`config.mk`:
```
export PLATFORM = sky130hd
export DESIGN_NAME = rts_sequencer
export DESIGN_NICKNAME = d
export VERILOG_FILES = /design/src/logic/rts_pkg.sv /design/src/logic/rts_sequencer.sv
export SDC_FILE = /design/constraint.sdc
export NUM_CORES = 1
export LEC_CHECK = 0
export ABC_AREA = 1
export BUFFER_PORTS_ARGS = -buffer_cell sky130_fd_sc_hd__clkbuf_2
export CAP_MARGIN = 0
export CORE_UTILIZATION = 31
export DETAILED_ROUTE_END_ITERATION = 10
export PLACE_DENSITY = 0.59
export SETUP_SLACK_MARGIN = 0.1
export SYNTH_ARGS = -nofsm -noshare
export SYNTH_HDL_FRONTEND = slang
export SYNTH_SLANG_ARGS = --single-unit
```
`constraint.sdc`:
```
create_clock -name CLOCK -period 2.8 [get_ports CLOCK]
set_input_delay 0.28 -clock CLOCK [delete_from_list [all_inputs] [get_ports CLOCK]]
set_output_delay 0.28 -clock CLOCK [all_outputs]
set_load 0.05 [all_outputs]
```
`src/logic/rts_pkg.sv`:
```
// Behaviour
// - power-up delay of 64 ms runs only after power-on or brown-out reset.
// - power-up delay counts the 31 kHz tick; chip reset held while it runs.
// - powerup_delay_disable high skips the power-up delay, low enables it.
// - watchdog and Timer0 share one 8-bit prescaler.
// - watchdog period selectable from about 17 ms to 2.2 s.
// - watchdog counts a 31 kHz time base.
// - watchdog held cleared during oscillator start-up count, then runs if enabled.
// - watchdog_enable_cfg high makes the watchdog run continuously.
// - prescaler_assign and prescale_select set the watchdog period.
// - watchdog cleared when disabled, on clear instruction, on non-crystal sleep exit.
// - on crystal-mode sleep exit watchdog held cleared until start-up count ends.
// - brown-out enable field: 11 always, 10 except sleep, 0X disabled.
// - brown-out during power-up delay restarts it; full delay after recovery.
// - during flash erase brown-out reset is forced on at lowest threshold.
// - power-up delay starts after power-on reset, start-up count after delay.
// - delays run regardless of reset pin; late pin release starts immediately.
// - external clock mode with delay disabled has no start-up time-out.
// - crystal modes add 1024 oscillator cycles after delay and on wake; low-power crystal only while the timer1 oscillator is off.
// - control bit 0 is brown-out flag, cleared by hardware, set by software.
// - control bit 1 is power-on flag, cleared on power-on only; software sets it.
// - timeout and powerdown flags set per reset cause.
//
// shared constants, types and register map of the reset sequencer
// assumes one 50 MHz clock and a plain one-cycle register port
package rts_pkg;
  localparam int CLOCK_HZ       = 50_000_000;
  localparam int LFOSC_HZ       = 31_000;
  localparam int LF_DIV         = CLOCK_HZ / LFOSC_HZ;
  localparam int POWERUP_DELAY_TIMER_MS        = 64;
  localparam int POWERUP_DELAY_TIMER_TICKS     = (POWERUP_DELAY_TIMER_MS * LFOSC_HZ) / 1000;
  localparam int WDT_BASE_MS    = 17;
  localparam int WDT_BASE_TICKS = (WDT_BASE_MS * LFOSC_HZ) / 1000;
  localparam int OST_CYCLES     = 1024;
  localparam int PRESCALE_W     = 8;

  localparam logic [1:0] BOR_ALWAYS = 2'h3;
  localparam logic [1:0] BOR_AWAKE  = 2'h2;

  localparam logic [1:0] REG_POWER_CONTROL = 2'h0;
  localparam logic [1:0] REG_OPTION        = 2'h1;
  localparam logic [1:0] REG_RESET_STATUS  = 2'h2;

  localparam int POWER_CONTROL_STATUS_BOR_BIT = 0;
  localparam int POWER_CONTROL_STATUS_POR_BIT = 1;
  localparam int OPT_PS_LSB   = 0;
  localparam int OPT_PS_MSB   = 2;
  localparam int OPT_PSA_BIT  = 3;
  localparam int STAT_PD_BIT  = 0;
  localparam int STAT_TO_BIT  = 1;

  localparam logic [7:0] OPTION_RESET = 8'hFF;

  typedef enum logic [2:0] {
    OSC_CRYSTAL_LOWPOWER,
    OSC_CRYSTAL_MEDIUM,
    OSC_CRYSTAL_FAST,
    OSC_RESISTOR_CAP,
    OSC_INTERNAL,
    OSC_EXT_CLOCK
  } rts_osc_t;

  typedef struct packed {
    logic       powerup_delay_disable;
    logic       watchdog_enable_cfg;
    logic [1:0] brownout_enable_cfg;
    rts_osc_t   osc_mode;
  } rts_cfg_t;

  typedef struct packed {
    logic [1:0] addr;
    logic [7:0] wdata;
    logic       wr;
    logic       rd;
  } rts_bus_t;
endpackage

```
`src/logic/rts_sequencer.sv`:
```
// reset, start-up timer and watchdog sequencer with its status registers
// assumes supply detectors, config bits and cpu events are synchronous to CLOCK
`timescale 1ns/10ps
module rts_sequencer #(
  parameter int LF_DIV_P     = rts_pkg::LF_DIV,
  parameter int POWERUP_DELAY_TIMER_TICKS_P = rts_pkg::POWERUP_DELAY_TIMER_TICKS,
  parameter int WDT_BASE_P   = rts_pkg::WDT_BASE_TICKS,
  parameter int OST_CYCLES_P = rts_pkg::OST_CYCLES
) (
  input  wire logic              CLOCK,
  input  wire logic              RSTN,
  input  wire rts_pkg::rts_cfg_t CFG,
  input  wire logic              POWERON_RESET,
  input  wire logic              BELOW_BROWNOUT,
  input  wire logic              BELOW_BROWNOUT_MIN,
  input  wire logic              FLASH_ERASE,
  input  wire logic              EXT_RESET_N,
  input  wire logic              TIMER1_OSC_EN,
  input  wire logic              OSC_TICK,
  input  wire logic              TMR0_TICK,
  input  wire logic              SLEEP_ENTER,
  input  wire logic              WAKE,
  input  wire logic              WDT_CLEAR,
  input  wire rts_pkg::rts_bus_t BUS,
  output logic [7:0]             RDATA,
  output logic                   CHIP_RESET,
  output logic                   SLEEPING,
  output logic                   WDT_WAKE,
  output logic                   TMR0_PRESCALED
);
  localparam int LF_W  = $clog2(LF_DIV_P + 1);
  localparam int WB_W  = $clog2(WDT_BASE_P + 1);
  localparam int SEQ_W = $clog2((POWERUP_DELAY_TIMER_TICKS_P > OST_CYCLES_P ? POWERUP_DELAY_TIMER_TICKS_P : OST_CYCLES_P) + 1);
  localparam int PW    = rts_pkg::PRESCALE_W;

  typedef enum logic [2:0] {
    ST_HOLD,
    ST_POWERUP_DELAY_TIMER,
    ST_OST,
    ST_RUN,
    ST_SLEEP,
    ST_WAKE_OST
  } rts_state_t;

  rts_state_t       state;
  rts_state_t       next_state;
  logic [LF_W-1:0]  lf_cnt;
  logic             lf_tick;
  logic [SEQ_W-1:0] seq_cnt;
  logic [WB_W-1:0]  wdt_base;
  logic [PW-1:0]    pre;
  logic [7:0]       option;
  logic             power_control_status_bor;
  logic             power_control_status_por;
  logic             timeout_flag;
  logic             powerdown_flag;
  logic             wdt_rst;
  logic             bor_en;
  logic             bor_trip;
  logic             hard;
  logic             ost_needed;
  logic             powerup_delay_timer_done;
  logic             ost_done;
  logic             wdt_clear_src;
  logic             base_ovf;
  logic             wdt_timeout;
  logic             prescaler_assign;
  logic [2:0]       ps;
  logic [PW-1:0]    wdt_mask;
  logic [PW-1:0]    tmr_mask;
  logic             next_chip_reset;

  // prescale mask: watchdog divides by 2^ps, Timer0 by 2^(ps+1)
  function automatic logic [PW-1:0] ps_mask(input logic [2:0] sel, input logic for_timer);
    logic [PW-1:0] one;
    one = for_timer ? PW'(2) : PW'(1);
    return (one << sel) - PW'(1);
  endfunction

  function automatic logic bor_decode(input logic [1:0] field, input logic asleep);
    return (field == rts_pkg::BOR_ALWAYS) || (field == rts_pkg::BOR_AWAKE && !asleep);
  endfunction

  assign prescaler_assign      = option[rts_pkg::OPT_PSA_BIT];
  assign ps       = option[rts_pkg::OPT_PS_MSB:rts_pkg::OPT_PS_LSB];
  assign wdt_mask = ps_mask(ps, 1'b0);
  assign tmr_mask = ps_mask(ps, 1'b1);

  assign bor_en   = bor_decode(CFG.brownout_enable_cfg, state == ST_SLEEP);
  // erase uses the lowest trip point so protection logic sees a valid supply
  assign bor_trip = FLASH_ERASE ? BELOW_BROWNOUT_MIN : (bor_en && BELOW_BROWNOUT);
  assign hard     = POWERON_RESET || bor_trip;

  // low-power crystal counts start-up only while the timer1 side oscillator is off
  assign ost_needed = (CFG.osc_mode == rts_pkg::OSC_CRYSTAL_MEDIUM) ||
                      (CFG.osc_mode == rts_pkg::OSC_CRYSTAL_FAST) ||
                      (CFG.osc_mode == rts_pkg::OSC_CRYSTAL_LOWPOWER && !TIMER1_OSC_EN);

  // 31 kHz time base derived from the system clock
  always_ff @(posedge CLOCK or negedge RSTN) begin
    if (!RSTN) begin
      lf_cnt <= '0;
    end else if (lf_cnt == LF_W'(LF_DIV_P - 1)) begin
      lf_cnt <= '0;
    end else begin
      lf_cnt <= lf_cnt + LF_W'(1);
    end
  end
  assign lf_tick = (lf_cnt == LF_W'(LF_DIV_P - 1));

  assign powerup_delay_timer_done = lf_tick && seq_cnt == SEQ_W'(POWERUP_DELAY_TIMER_TICKS_P - 1);
  assign ost_done  = OSC_TICK && seq_cnt == SEQ_W'(OST_CYCLES_P - 1);

  // the sequence ignores the reset pin so a late release starts at once
  always_comb begin
    next_state = state;
    case (state)
      ST_HOLD: begin
        if (!CFG.powerup_delay_disable) begin
          next_state = ST_POWERUP_DELAY_TIMER;
        end else if (ost_needed) begin
          next_state = ST_OST;
        end else begin
          next_state = ST_RUN;
        end
      end
      ST_POWERUP_DELAY_TIMER: begin
        if (powerup_delay_timer_done) begin
          next_state = ost_needed ? ST_OST : ST_RUN;
        end
      end
      ST_OST, ST_WAKE_OST: begin
        if (ost_done) begin
          next_state = ST_RUN;
        end
      end
      ST_RUN: begin
        if (SLEEP_ENTER && EXT_RESET_N && !wdt_timeout) begin
          next_state = ST_SLEEP;
        end
      end
      ST_SLEEP: begin
        if (!EXT_RESET_N) begin
          next_state = ST_RUN;
        end else if (WAKE || wdt_timeout) begin
          next_state = ost_needed ? ST_WAKE_OST : ST_RUN;
        end
      end
      default: next_state = ST_HOLD;
    endcase
    if (hard) begin
      next_state = ST_HOLD;
    end
  end

  always_ff @(posedge CLOCK or negedge RSTN) begin
    if (!RSTN) begin
      state <= ST_HOLD;
    end else begin
      state <= next_state;
    end
  end

  // one counter serves both delay stages, restarted on every state change
  always_ff @(posedge CLOCK or negedge RSTN) begin
    if (!RSTN) begin
      seq_cnt <= '0;
    end else if (next_state != state || state == ST_HOLD) begin
      seq_cnt <= '0;
    end else if ((state == ST_POWERUP_DELAY_TIMER && lf_tick) ||
                 ((state == ST_OST || state == ST_WAKE_OST) && OSC_TICK)) begin
      seq_cnt <= seq_cnt + SEQ_W'(1);
    end
  end

  // watchdog is held while the start-up counter borrows its chain
  // sleep exit is taken from the wake request and pin, not next_state, so a timeout cannot gate its own clear
  assign wdt_clear_src = !CFG.watchdog_enable_cfg || WDT_CLEAR ||
                         state == ST_HOLD || state == ST_POWERUP_DELAY_TIMER ||
                         state == ST_OST || state == ST_WAKE_OST ||
                         (state == ST_SLEEP && (WAKE || !EXT_RESET_N));
  assign base_ovf    = lf_tick && !wdt_clear_src && wdt_base == WB_W'(WDT_BASE_P - 1);
  assign wdt_timeout = base_ovf && (!prescaler_assign || (pre & wdt_mask) == wdt_mask);

  always_ff @(posedge CLOCK or negedge RSTN) begin
    if (!RSTN) begin
      wdt_base <= '0;
    end else if (wdt_clear_src || base_ovf) begin
      wdt_base <= '0;
    end else if (lf_tick) begin
      wdt_base <= wdt_base + WB_W'(1);
    end
  end

  // single prescaler: follows the watchdog or Timer0 as assigned
  always_ff @(posedge CLOCK or negedge RSTN) begin
    if (!RSTN) begin
      pre <= '0;
    end else if (BUS.wr && BUS.addr == rts_pkg::REG_OPTION &&
                 BUS.wdata[rts_pkg::OPT_PSA_BIT] != prescaler_assign) begin
      pre <= '0;
    end else if (prescaler_assign) begin
      if (wdt_clear_src || wdt_timeout) begin
        pre <= '0;
      end else if (base_ovf) begin
        pre <= pre + PW'(1);
      end
    end else if (TMR0_TICK) begin
      pre <= pre + PW'(1);
    end
  end

  always_ff @(posedge CLOCK or negedge RSTN) begin
    if (!RSTN) begin
      TMR0_PRESCALED <= 1'b0;
    end else begin
      TMR0_PRESCALED <= !prescaler_assign && TMR0_TICK && (pre & tmr_mask) == tmr_mask;
    end
  end

  always_ff @(posedge CLOCK or negedge RSTN) begin
    if (!RSTN) begin
      wdt_rst  <= 1'b0;
      WDT_WAKE <= 1'b0;
    end else begin
      wdt_rst  <= state == ST_RUN && wdt_timeout && !hard;
      WDT_WAKE <= state == ST_SLEEP && wdt_timeout && !hard && EXT_RESET_N;
    end
  end

  assign next_chip_reset = next_state == ST_HOLD || next_state == ST_POWERUP_DELAY_TIMER ||
                           next_state == ST_OST || !EXT_RESET_N ||
                           (state == ST_RUN && wdt_timeout);

  always_ff @(posedge CLOCK or negedge RSTN) begin
    if (!RSTN) begin
      CHIP_RESET <= 1'b1;
      SLEEPING   <= 1'b0;
    end else begin
      CHIP_RESET <= next_chip_reset;
      SLEEPING   <= next_state == ST_SLEEP;
    end
  end

  // option register returns to all ones on every chip reset, not on wake
  always_ff @(posedge CLOCK or negedge RSTN) begin
    if (!RSTN) begin
      option <= rts_pkg::OPTION_RESET;
    end else if (CHIP_RESET) begin
      option <= rts_pkg::OPTION_RESET;
    end else if (BUS.wr && BUS.addr == rts_pkg::REG_OPTION) begin
      option <= BUS.wdata;
    end
  end

  // hardware clears win over a software write in the same cycle
  always_ff @(posedge CLOCK or negedge RSTN) begin
    if (!RSTN) begin
      power_control_status_bor <= 1'b0;
      power_control_status_por <= 1'b0;
    end else begin
      if (bor_trip && !POWERON_RESET) begin
        power_control_status_bor <= 1'b0;
      end else if (BUS.wr && BUS.addr == rts_pkg::REG_POWER_CONTROL) begin
        power_control_status_bor <= BUS.wdata[rts_pkg::POWER_CONTROL_STATUS_BOR_BIT];
      end
      if (POWERON_RESET) begin
        power_control_status_por <= 1'b0;
      end else if (BUS.wr && BUS.addr == rts_pkg::REG_POWER_CONTROL) begin
        power_control_status_por <= BUS.wdata[rts_pkg::POWER_CONTROL_STATUS_POR_BIT];
      end
    end
  end

  always_ff @(posedge CLOCK or negedge RSTN) begin
    if (!RSTN) begin
      timeout_flag   <= 1'b1;
      powerdown_flag <= 1'b1;
    end else if (hard) begin
      timeout_flag   <= 1'b1;
      powerdown_flag <= 1'b1;
    end else if (state == ST_SLEEP && wdt_timeout && EXT_RESET_N) begin
      timeout_flag   <= 1'b0;
      powerdown_flag <= 1'b0;
    end else if (state == ST_RUN && wdt_timeout) begin
      timeout_flag   <= 1'b0;
    end else if (state == ST_SLEEP && !EXT_RESET_N) begin
      timeout_flag   <= 1'b1;
      powerdown_flag <= 1'b0;
    end else if (WDT_CLEAR) begin
      timeout_flag   <= 1'b1;
      powerdown_flag <= 1'b1;
    end else if (state == ST_RUN && next_state == ST_SLEEP) begin
      timeout_flag   <= 1'b1;
      powerdown_flag <= 1'b0;
    end
  end

  always_ff @(posedge CLOCK or negedge RSTN) begin
    if (!RSTN) begin
      RDATA <= 8'h00;
    end else if (BUS.rd) begin
      case (BUS.addr)
        rts_pkg::REG_POWER_CONTROL: RDATA <= {6'h00, power_control_status_por, power_control_status_bor};
        rts_pkg::REG_OPTION:        RDATA <= option;
        rts_pkg::REG_RESET_STATUS:  RDATA <= {6'h00, timeout_flag, powerdown_flag};
        default:                    RDATA <= 8'h00;
      endcase
    end else begin
      RDATA <= 8'h00;
    end
  end
endmodule

```
After elaboration in Yosys (flattened, before gate mapping):

Index checks and enable logic that the tools add are counted.

* flip-flop bits (word level): 67
* latch bits: 0
* bits in writable memories: 0
* bits in read-only memories: 0
* input port bits: 32
* memories kept: 0

* $add $sub $neg: 6
* multiply operators: 0
* div/mod/pow operators: 0
* $lt $le $gt $ge: 0
* eq/ne operators: 24
* shift operators: 2
* multiplexer cells: 41
* bitwise gates (word level): 2
* reductions and logical operators: 72

Operators with widths (count)
* 2-to-1 mux 8 bit: 8
* 2-to-1 mux 11 bit: 3
* logical AND 1 bit: 26
* one-hot mux 8 bit (3 select lines): 1
* adder 11 x 1 -> 11 bit, second input constant: 2
* == test 11 bit, second input constant: 2
* logical OR 1 bit: 22
* 2-to-1 mux 3 bit: 7
* 2-to-1 mux 10 bit: 2
* 2-to-1 mux 1 bit: 18
* AND 8 bit: 2
* == test 8 bit: 2
* subtractor 8 x 1 -> 8 bit, second input constant: 2
* one-hot mux 3 bit (5 select lines): 1
* == test 3 x 2 -> 1 bit, second input constant: 4
* == test 11 x 10 -> 1 bit, second input constant: 1
* adder 10 x 1 -> 10 bit, second input constant: 1
* == test 10 bit, second input constant: 1
* nonzero test 2 bit: 5
* == test 3 x 1 -> 1 bit, second input constant: 3
* == test 3 bit, second input constant: 3
* logical NOT 1 bit: 9
* logical NOT 3 bit: 3
* adder 8 x 1 -> 8 bit, second input constant: 1
* 15 further kinds: 18

Logic depth before layout (Yosys ltp):

Gate-level depths: netlist (run 1).

* word-level depth: 24
* gate-level depth with buffers: 22
* gate-level depth less buffers: 20

Worst setup path after synthesis (run 1):

No wires, ideal clock.

* kind: reg-to-reg
* start point: reg option[2]
* end point: reg seq_cnt[6]
* library setup time: 122 ps
* arrival: 2313 ps
* required time: 2678 ps
* slack: 364 ps
* stages on the path, launching flop included: 23
* path buffers: 2
* cell sequence: dfstp_2 > buf_2 > inv_4 > nand2_1 > ha_1 > nand3_1 > nand2_1 > clkinv_1 > nand3_1 > nand2_1 > o21ai_4 > nand2_2 > nand2_1 > nand2_1 > nand3_1 > nand2_1 > nand2_1 > nand2_1 > nand2_1 > nand2_1 > nand2_1 > buf_6 > nor2_2

* cells in the longest elaborated chain, start to end: 14
* elaborated cells between the ends (all ways): 18
* classes of those cells: add/sub (1); eq/ne (2); shift (1); mux (6); bitwise (1); reduce/logical (7)

RTL lines
* from (decl): RTL line rts_sequencer.sv:52 `logic [7:0] option;`
* from (signal assigned): RTL line rts_sequencer.sv:248 `option <= rts_pkg::OPTION_RESET;`
* from (signal assigned): RTL line rts_sequencer.sv:250 `option <= rts_pkg::OPTION_RESET;`
* from (signal assigned): RTL line rts_sequencer.sv:252 `option <= BUS.wdata;`
* << shifter 1 x 3 -> 8 bit *: RTL line rts_sequencer.sv:77 `return (one << sel) - PW'(1);`
* subtractor 8 x 1 -> 8 bit *: RTL line rts_sequencer.sv:77
* AND 8 bit: RTL line rts_sequencer.sv:183 `assign wdt_timeout = base_ovf && (!prescaler_assign || (pre & wdt_mask) == wdt_mask);`
* == test 8 bit *: RTL line rts_sequencer.sv:183
* logical OR 1 bit *: RTL line rts_sequencer.sv:183
* logical AND 1 bit *: RTL line rts_sequencer.sv:183
* logical OR 1 bit / logical NOT 1 bit (equally long branches): RTL line rts_sequencer.sv:145, rts_sequencer.sv:138
* 2-to-1 mux 3 bit / logical AND 1 bit (equally long branches): RTL line rts_sequencer.sv:145, rts_sequencer.sv:138
* 2-to-1 mux 3 bit (on tied branches): RTL line rts_sequencer.sv:143, rts_sequencer.sv:138
* one-hot mux 3 bit (5 select lines) *: RTL line rts_sequencer.sv:117 `case (state)`
* 2-to-1 mux 3 bit *: RTL line rts_sequencer.sv:151 `if (hard) begin`
* != test 3 bit *: RTL line rts_sequencer.sv:168 `end else if (next_state != state || state == ST_HOLD) begin`
* logical OR 1 bit *: RTL line rts_sequencer.sv:168
* 2-to-1 mux 11 bit / nonzero test 2 bit (equally long branches)
* to (signal assigned): RTL line rts_sequencer.sv:172 `seq_cnt <= seq_cnt + SEQ_W'(1);`
* to (decl): RTL line rts_sequencer.sv:49 `logic [SEQ_W-1:0] seq_cnt;`

Mark *: on every way between the ends. The rest lies on a longest branch, timed or not.
A chain may end at the register's enable or synchronous reset.

Worst setup path in the final report (run 1):

* start point: reg option[0]
* end point: reg seq_cnt[8]

The elaborated chain is that of the path after synthesis.

==> summary.md, run 1 <==
| Metric | Value |
|---|---|
| Status | completed |
| Sequential fraction of the synthesis area | 0.451 |
| Initial core utilization | 0.323 |
| Clk buf depth | 2 |
| RSZ-0062 raised after global routing | false |
| Share of cells above drive strength 1 | 0.241 |
| IO Pins | 44 |
| CP Max Fanout | 5 |
| Worst slew pin tran | 470 ps |
| Critical Path AT | 2780 ps |
| Grt met3 use | 0.0338 |
| Mean routed wirelength per cell | ~12 microns |
| Final worst path period share | 0.915 |
| Peak VDD IR | between 0.2 and 0.3 mV |
| Final WL | 8450 microns |
| Finish-stage setup viols | 0 |
| P&R area growth vs syn | 22.4% |
| Hold path depth | 3 |
| Post-route design area | 4590 sq um |
| Most used routing layer | met2 |
| R2R Path Start | option[0] |
| Grt ovf | 0 |
| N_diodes | 0 |
| Post-synthesis cell count | 484 |
| Crit path required time | just over 3000 ps |
| Clock Skew | 6.71 ps |
| Reg clk slew, reported paths | 60 ps |
| CP Capture Type | flip-flop |
| Post-Route Utilization | 0.395 |
| Std cell rows | 39 |
| Crit-path cells | nand3_2 -> ha_4 -> nor2_1 -> nor2_1 -> nand2_1 -> nor2_1 -> nand2_1 -> o21ai_4 -> nand2_4 -> nand2_2 -> nand2_2 -> nand3_2 -> nand2_2 -> nand2_2 -> nand2_2 -> nand2_1 -> nand2_1 -> nand2_2 -> clkbuf_16 -> nor2_2 |
| Flops & latches, synth | 67 |
| Top cell by count, worst path | nand2_2 |
| Die ar. | around 13000 sq um |
| Worst hold start | BUS[8] |
| Clk sinks | 67 |
| H-tree depth | 3 |
| Via count of the first global-routing pass | 3117 |
| GP Congestion | approximately 0.89 |
| Ys Warns | 0 |
| Iter 0 DRT Violations | 133 |
| Sum of negative setup slack | 0 ps |
| Grt met1 use | 0.199 |
| EDFF count, synth | 0 |
| Total number of vias | roughly 3300 |
| Syn Std Cell Area | 3750 sq um |
| NumNets Final | 580 |
| CORE AREA | 11600 sq um |
| Crit path buffers/inverters | 1 |
| Mean Syn Cell Area | 7.74 sq um |
| Gr usage total | 0.144 |
| Startpoint Class | flip-flop |
| Crit-path slowest cell | dfstp_2 |
| Largest net degree at the start of global routing | 68 |
| Async S/R FF share, synth | 1.00 |
| Skew-Pair Late Insertion Delay | 330 ps |
| End of the worst hold path | option[6] |
| Endpoints failing hold | 0 |
| Final Max Tran Viols | 0 |
| First-pass GRT wire length | about 14000 microns |
| Max Cap Viol | 0 |
| DP HPWL | 6330 microns |
| Ys flop type | dfrtp_1 |
| CTS root buf | clkbuf_16 |
| Antenna violations before repair | 0 |
| LEAKAGE | 2.21 nW |
| Met2 Track Usage GR | 0.222 |
| Hold crit path type | primary input to flip-flop |
| Most frequent cells in the layout | 87 x nand2_1, 70 x inv_1, 56 x dfrtp_1, 46 x nor2_1, 42 x clkbuf_2 |
| Post-DR vias/cell | 4.80 |
| DIE HEIGHT | between 100 and 150 microns |
| Die X | 112 microns |
| Worst slew margin | 0.684 |
| PortBufs | 43 |
| Drt pass-1 iters | 4 |
| Flop2flop setup slack | 240 ps |
| ANT nets after route | 0 |
| CP max stage delay | approximately 560 ps |
| DRC | 0 |
| Reg2reg end | seq_cnt[8] |
| Post-Syn Nets | 522 |
| R2R cell count | 20 |
| Fillers | 1202 |
| WS Path Type | flip-flop to flip-flop |
| Cell variety after synth | 39 |
| Most common cell after layout, fill and taps aside | nand2_1 |
| Max frequency | 391 MHz |
| CP top delay family | simple AND/OR/NAND/NOR gates |
| Pwr Density | 509 nW/um^2 |
| Cts bufs inserted | 9 |
| Min Tclk post-route | approximately 2600 ps |
| CTS tree | done |
| Placed instance area | 4170 sq um |
[how the worst max path moves through the flow]
| stage | to | startpoint | cells after the start |
|---|---|---|---|
| global placement | seq_cnt[10] | option[2] | 21 |
| global route | seq_cnt[0] | option[0] | 20 |
| finish | seq_cnt[8] | option[0] | 20 |
| CTS | seq_cnt[6] | option[2] | 21 |
| detailed placement | seq_cnt[10] | option[2] | 21 |
| floorplan | seq_cnt[6] | option[2] | 22 |
[per-layer routing]
layer | part of all wire | up-vias
li1 | - | 1674
met1 | 0.49 | 1581
met2 | 0.46 | 52
met3 | 0.029 | 8
met4 | 0.014 | 0
met5 | 0 | -
[through the flow]
| stage | instances | power (W) | worst slack [ps] | hold WS [ps] |
|---|---|---|---|---|
| 6_report | 690 | 0.00233 | 239 | 180 |
| 5_1_grt | 690 | 0.00244 | 51.0 | 189 |
| 4_1_cts | 687 | 0.00234 | 201 | 171 |
| 3_5_place_dp | 670 | 0.00121 | 210 | 329 |
| 3_3_place_gp | 670 | 0.00121 | 288 | 329 |
| 2_1_floorplan | 484 | 0.00113 | 364 | -15.6 |
[cells in the mapped netlist (10+ instances only)]
cell     count  area share
inv_2       10       0.010
o21ai_0     22       0.029
nand2_1     95       0.095
a21oi_1     26       0.035
inv_1       70       0.070
nand3_1     35       0.047
nor3_1      19       0.025
dfrtp_1     56        0.37
xor2_1      13       0.030
nor2_2      12       0.020
nor2_1      48       0.048
dfstp_2     11       0.077
[timing repair]
item	in CTS	in global routing
hold buffers	1	0
hold endpoints to repair	56	0
resized for setup	0	18
setup endpoints to repair	0	11
setup buffers	0	2
[worst register-to-register path, stage by stage, from the launching register on]
cell	delay, ps
dfstp_2	560
nand3_2	90
ha_4	280
nor2_1	40
nor2_1	80
nand2_1	60
nor2_1	100
nand2_1	90
o21ai_4	210
nand2_4	100
nand2_2	80
nand2_2	50
nand3_2	60
nand2_2	50
nand2_2	80
nand2_2	60
nand2_1	70
nand2_1	60
nand2_2	120
clkbuf_16	160
nor2_2	30
[cells by family after synthesis]
| kind of cell | Yosys count | share of synthesized area |
|---|---|---|
| buffers and inverters | 87 | 0.0905 |
| and+or+nand+nor | 239 | 0.295 |
| xor gates and xnor gates | 15 | 0.0351 |
| adders and majority gates | 6 | 0.0200 |
| muxes | 1 | 0.00267 |
| AOI/OAI and AO/OA | 69 | 0.106 |
| DFF | 67 | 0.451 |
[power by group]
part,switching (W),total [W],internal [W]
logic,0.000142,0.000222,0.0000802
clock network,0.000429,0.00111,0.000685
registers,0.0000118,0.000996,0.000985
[flip-flops by register name, indices dropped and copies added, names as in the netlist, 3 cells and up]
name / cells
seq_cnt: 11
option: 8
lf_cnt: 11
pre: 8
state: 3
RDATA: 8
wdt_base: 10
[layout make-up]
cell class	count	area, sq um	area share
Clock buffer	9	225	0.0491
Clock inverter	7	68.8	0.0150
Inverter	82	310	0.0677
Multi-Input combinational cell	330	1780	0.389
Sequential cell	67	1690	0.369
Tap cell	143	179	0.0390
Timing Repair Buffer	52	328	0.0715
Note: power is estimated with default switching activity, not from simulation.
==> run 2: changes to the inputs <==
- CORE_UTILIZATION: 31 -> 40
- PLACE_DENSITY: 0.59 -> 0.69
- clock period: 2.8 -> 2.5 ns (I/O delays scaled with it)
==> summary.md, run 2 (same netlist as run 1, synthesis figures left out) <==
| Metric | Value |
|---|---|
| Worst slew pin tran | 565 ps |
| Final worst path period share | 1.01 |
| Clk sinks | 67 |
| Initial core utilization | 0.421 |
| Mean routed wirelength per cell | 12.5 microns |
| Largest net degree at the start of global routing | 27 |
| Highest routed layer | met4 |
| Clk buf depth | 2 |
| Reg clk slew, reported paths | 80 ps |
| Max Cap Viol | 0 |
| Antenna violations before repair | 0 |
| IO Pins | 44 |
| Pwr Density | between 400 and 500 nW/um^2 |
| CTS root buf | clkbuf_8 |
| Post-route design area | 4530 sq um |
| H-tree depth | 3 |
| DIE HEIGHT | 98.8 microns |
| ANT nets after route | 0 |
| CP Max Fanout | 5 |
| Hold crit path type | primary input to flip-flop |
| CTS tree | done |
| CORE AREA | 8890 sq um |
| Gr usage total | 0.183 |
| First-pass GRT wire length | 14200 microns |
| Finish-stage setup viols | 11 |
| RSZ-0062 raised after global routing | true |
| Fin worst setup slack | -35.7 ps |
| GP Congestion | 0.933 |
| Endpoints failing hold | 0 |
| Final Max Tran Viols | 0 |
| Post-Route Utilization | 0.509 |
| CP Capture Type | flip-flop |
| Worst slew margin | 0.623 |
| PortBufs | 43 |
| Die X | 98.8 microns |
| Post-route insts no fill | 663 |
| Post-DR vias/cell | 4.99 |
| CP max stage delay | about 570 ps |
| DP HPWL | about 6200 microns |
| Post-placement setup slack | -15.0 ps |
| Cts bufs inserted | 9 |
| Peak VDD IR | about 0.31 mV |
| Total chip power | approximately 0.0022 W |
| Min Tclk post-route | ~2500 ps |
| Placed insts | 640 |
| Skew-Pair Late Insertion Delay | 340 ps |
| Top cell by count, worst path | nand2_2 |
| Critical Path AT | 2820 ps |
| Clock Skew | 6.11 ps |
| Max frequency | 394 MHz |
| DRC | 0 |
| Drt pass-1 iters | 5 |
| CP top delay family | simple AND/OR/NAND/NOR gates |
| Biggest regs | lf_cnt x11, seq_cnt x11, wdt_base x10 |
| Crit path buffers/inverters | 1 |
| Placed instance area | just over 4000 sq um |
| Met2 routed WL | a little under 4000 microns |
| Failing checks | negative setup slack |
| Most common cell after layout, fill and taps aside | nand2_1 |
| Crit-path cells | nand3_2 -> ha_4 -> nor2_4 -> nor2_2 -> nand2_1 -> nor2_1 -> nand2_1 -> o21ai_4 -> nand2_2 -> nand2_2 -> nand2_2 -> nand2_2 -> nand2_2 -> nand2_2 -> nand3_2 -> nor2_4 -> nand2_4 -> buf_16 -> nor2_4 |
| Crit path required time | 2780 ps |
| Status | finished, violations left |
| Share of cells above drive strength 1 | 0.258 |
| Die ar. | about 9800 sq um |
| Startpoint Class | flip-flop |
| Via count of the first global-routing pass | 3094 |
| Final WL | 8270 microns |
| N_diodes | 0 |
| NumNets Final | 588 |
| Routed length on met1 | around 3900 microns |
| Most frequent cells in the layout | 90 x nand2_1, 70 x inv_1, 56 x dfrtp_1, 43 x nor2_1, 42 x clkbuf_2 |
| Total number of vias | 3311 |
| Crit-path slowest cell | dfstp_2 |
| Metal3 WL | between 200 and 300 microns |
| Iter 0 DRT Violations | around 140 |
| P&R area growth vs syn | 20.8% |
| WS Path Type | flip-flop to flip-flop |
| Std cell rows | 34 |
| Grt ovf | 0 |
| LEAKAGE | 2.18 nW |
-- run 2: cell type report --
type | instances | area (sq um)
flip-flops and latches | 67 | 1690
multi-input cells | 330 | 1840
clock inverters | 7 | 45.0
fillers | 822 | 4360
clock buffers | 9 | 124
inverters | 82 | 310
repair buffers | 60 | 378
well taps | 108 | 135
-- run 2: stage by stage --
step,hold WS [ps],TNS [ps]
final,133,-245
after CTS,120,-92.4
after floorplan,-45.6,0
after detailed placement,272,-18.4
after global routing,124,-2310
after global placement,275,0
-- run 2: path summary, 6_finish.rpt --
path                             startpoint     endpoint  slack (ps)  cells after the start
min in group asynchronous              RSTN   seq_cnt[2]         430                      2
worst max register to register    option[0]   seq_cnt[3]         -40                     19
worst min register to register  wdt_base[9]  wdt_base[9]         490                      1
max in group asynchronous              RSTN    option[4]        1310                      3
worst min-delay path                 BUS[7]    option[5]         130                      3
worst max-delay path              option[0]   seq_cnt[3]         -40                     19
-- run 2: repair_timing --
action                                  4_1_cts  5_1_grt
endpoints found under the hold margin        19        0
buffers inserted                              3        2
pin swaps                                    11       12
hold buffers                                  1        0
resized for setup                            10       21
endpoints found under the setup margin       11       24
cloned                                        1        0
-- run 2: metal layers --
metal | GRT usage | up-vias
met5 | 0 | -
met4 | 0.0620 | 0
met3 | 0.0340 | 11
met2 | 0.295 | 65
met1 | 0.249 | 1548
li1 | - | 1687
-- run 2: where the power goes --
part	leakage, nW	switching, W	internal, W
clock network	0.0887	0.000434	0.000355
registers	0.876	0.0000135	0.00110
logic	1.21	0.000170	0.000102
total	2.18	0.000618	0.00156
-- run 2: tightest hold or removal path: stages --
cell and delay [ps]:
clkbuf_2 70, a21oi_1 50, o21ai_0 70
==> run 3: changes to the inputs <==
- ABC_AREA: 1 -> default
- ABC_CLOCK_PERIOD_IN_PS: default -> 2500
==> summary.md, run 3 <==
| Metric | Value |
|---|---|
| IO Pins | 44 |
| Std cell rows | 36 |
| Die ar. | 10800 sq um |
| CORE AREA | between 9000 and 10000 sq um |
| DP HPWL | 7470 microns |
| GP Congestion | 0.877 |
| Largest area contributor in the netlist | dfrtp_1 |
| Biggest regs | lf_cnt x11, seq_cnt x11, wdt_base x10 |
| Status | finished, violations left |
| CP Capture Type | flip-flop |
| Drt pass-1 iters | 4 |
| WS Path Type | flip-flop to flip-flop |
| Combinational power share | 0.141 |
| Gr usage total | 0.203 |
| Cts bufs inserted | 9 |
| Sequential fraction of the synthesis area | 0.408 |
| Fin worst setup slack | -236 ps |
| LEAKAGE | 2.24 nW |
| P&R area growth vs syn | 27.0% |
| RSZ-0062 raised after global routing | true |
| Fillers | 911 |
| Clock Skew | roughly 9.6 ps |
| Initial core utilization | 0.418 |
| H-tree depth | 3 |
| Top-area cell type share of the netlist area | 0.338 |
| Pwr Density | roughly 450 nW/um^2 |
| Ys Warns | 0 |
| NumNets Final | 556 |
| Startpoint Class | flip-flop |
| Worst slew margin | 0.526 |
| Post-Syn Nets | about 470 |
| Grt ovf | 0 |
| Clock network fraction of design power | 0.394 |
| Peak VDD IR | between 0.2 and 0.25 mV |
| Async S/R FF share, synth | 1.00 |
| Clk buf depth | 2 |
| Hold crit path type | primary input to flip-flop |
| Sw Ratio | 0.281 |
| DRC | 0 |
| Clk sinks | 67 |
| Post-DR vias/cell | 5.54 |
| Internal power | 0.00172 W |
| Cell variety after synth | 78 |
| DIE HEIGHT | slightly above 100 microns |
| Skew-Pair Late Insertion Delay | 350 ps |
| Failing checks | negative setup slack |
| Sum of negative setup slack | -3810 ps |
| Worst slew pin tran | around 710 ps |
| CTS tree | done |
| Reg power frac | 0.465 |
| ANT nets after route | 0 |
| Mean routed wirelength per cell | 16.0 microns |
| Most numerous cell in the Yosys netlist | dfrtp_1 |
| Endpoints failing hold | 0 |
| Iter 0 DRT Violations | 186 |
| Share of cells above drive strength 1 | 0.354 |
| Critical Path AT | 2960 ps |
| CP Max Fanout | 6 |
| PortBufs | 43 |
| Mean Syn Cell Area | 9.68 sq um |
| Via count of the first global-routing pass | 3741 |
| Die X | 104 microns |
| Most frequent cells in the layout | 56 x dfrtp_1, 46 x buf_4, 42 x clkbuf_2, 38 x nand2_1, 34 x nor2_1 |
| Max Cap Viol | 0 |
| Post-synthesis cell count | 428 |
| Reg clk slew, reported paths | ~80 ps |
| Flops & latches, synth | 67 |
| Crit path required time | 2720 ps |
| First-pass GRT wire length | between 15000 and 20000 microns |
| Final WL | roughly 11000 microns |
| NetSw | around 0.00067 W |
| CTS root buf | clkbuf_8 |
| Finish-stage setup viols | 23 |
| Total number of vias | approximately 3600 |
| Min Tclk post-route | 2740 ps |
| Post-synth top cells | 56 x dfrtp_1, 40 x nand2_1, 38 x nor2_1 |
| Syn Std Cell Area | 4140 sq um |
| Ys flop type | dfrtp_1 |
| Most common cell after layout, fill and taps aside | dfrtp_1 |
| Final worst path period share | 1.09 |
| Synth area leaders | dfrtp_1 34%, dfstp_2 7.0%, xor2_1 4.7% |
| Max frequency | between 300 and 400 MHz |
| Final Max Tran Viols | 0 |
| EDFF count, synth | 0 |
| Hold_ws | 99.5 ps |
| Antenna violations before repair | 0 |
| N_diodes | 0 |
| Largest net degree at the start of global routing | 41 |
## run 3: final timing paths
kind                                 from         end  slack, ps  cells after the start
worst max-delay path            option[0]  seq_cnt[8]       -240                      9
worst min-delay path               BUS[6]   option[4]        100                      3
worst max register to register  option[0]  seq_cnt[8]       -240                      9
worst min register to register  option[7]   option[7]        490                      2
max in group asynchronous            RSTN  CHIP_RESET       1290                      3
min in group asynchronous            RSTN  seq_cnt[3]        470                      2
## run 3: power groups by stage
stage,logic [W],clock network (W),registers [W]
after floorplan,0.000169,0,0.00115
after global placement,0.000298,0,0.00113
after detailed placement,0.000303,0,0.00113
after CTS,0.000323,0.000958,0.00111
after global routing,0.000364,0.000997,0.00111
final,0.000338,0.000940,0.00111
## run 3: layout make-up
cell class	instances	area (sq um)	share of cell area
timing repair buffer	96	656	0.125
clock inverter	6	63.8	0.0121
multi-input combinational	333	2500	0.476
clock buffer	10	138	0.0262
inverter	11	41.3	0.00785
sequential	67	1690	0.321
tap	133	166	0.0316
## run 3: layer usage
layer | vias to the layer above | global-route usage | share of wire
li1 | 1753 | - | -
met1 | 1792 | 0.244 | 0.45
met2 | 67 | 0.350 | 0.50
met3 | 20 | 0.0302 | 0.029
met4 | 0 | 0.111 | 0.025
met5 | - | 0 | 0
## run 3: kinds of logic (layout without fill, tap and decap cells)
group,after synthesis,in the layout,synth area share
multiplexers,7,7,0.0175
buffers and inverters,30,123,0.0465
AND/OR/NAND/NOR,199,199,0.286
AO/OA/AOI/OAI,90,92,0.163
adder cells (fa/ha/maj),6,6,0.0181
flip-flops,67,67,0.408
XOR/XNOR,29,29,0.0613
## run 3: stage by stage
step / std cells / power, W / area, sq um / setup slack [ps] / utilization
detailed placement: 632 / 0.00143 / 4820 / -325 / 0.487
global route: 656 / 0.00247 / 5260 / -322 / 0.531
floorplan: 428 / 0.00132 / 4220 / -230 / -
global placement: 632 / 0.00143 / 4820 / -205 / 0.487
finish: 656 / 0.00239 / 5260 / -236 / 0.531
CTS: 653 / 0.00239 / 5190 / -206 / 0.524
## run 3: what timing repair did
| action | in CTS | in global routing |
|---|---|---|
| pin swaps | 12 | 8 |
| buffers inserted | 3 | 3 |
| resized for setup | 35 | 7 |
| hold buffers | 1 | 0 |
| hold endpoints to repair | 22 | 0 |
| setup endpoints to repair | 25 | 27 |
| gates cloned | 2 | 1 |
## run 3: worst max-delay path, cell delays in order, from the launching register on
cell and delay, ps:
dfstp_2 580, nand3_2 100, ha_4 180, nor2b_4 130, a2111o_1 400, nor4_4 310
a21oi_2 140, or4_4 490, o21ai_4 180, nor4_2 100
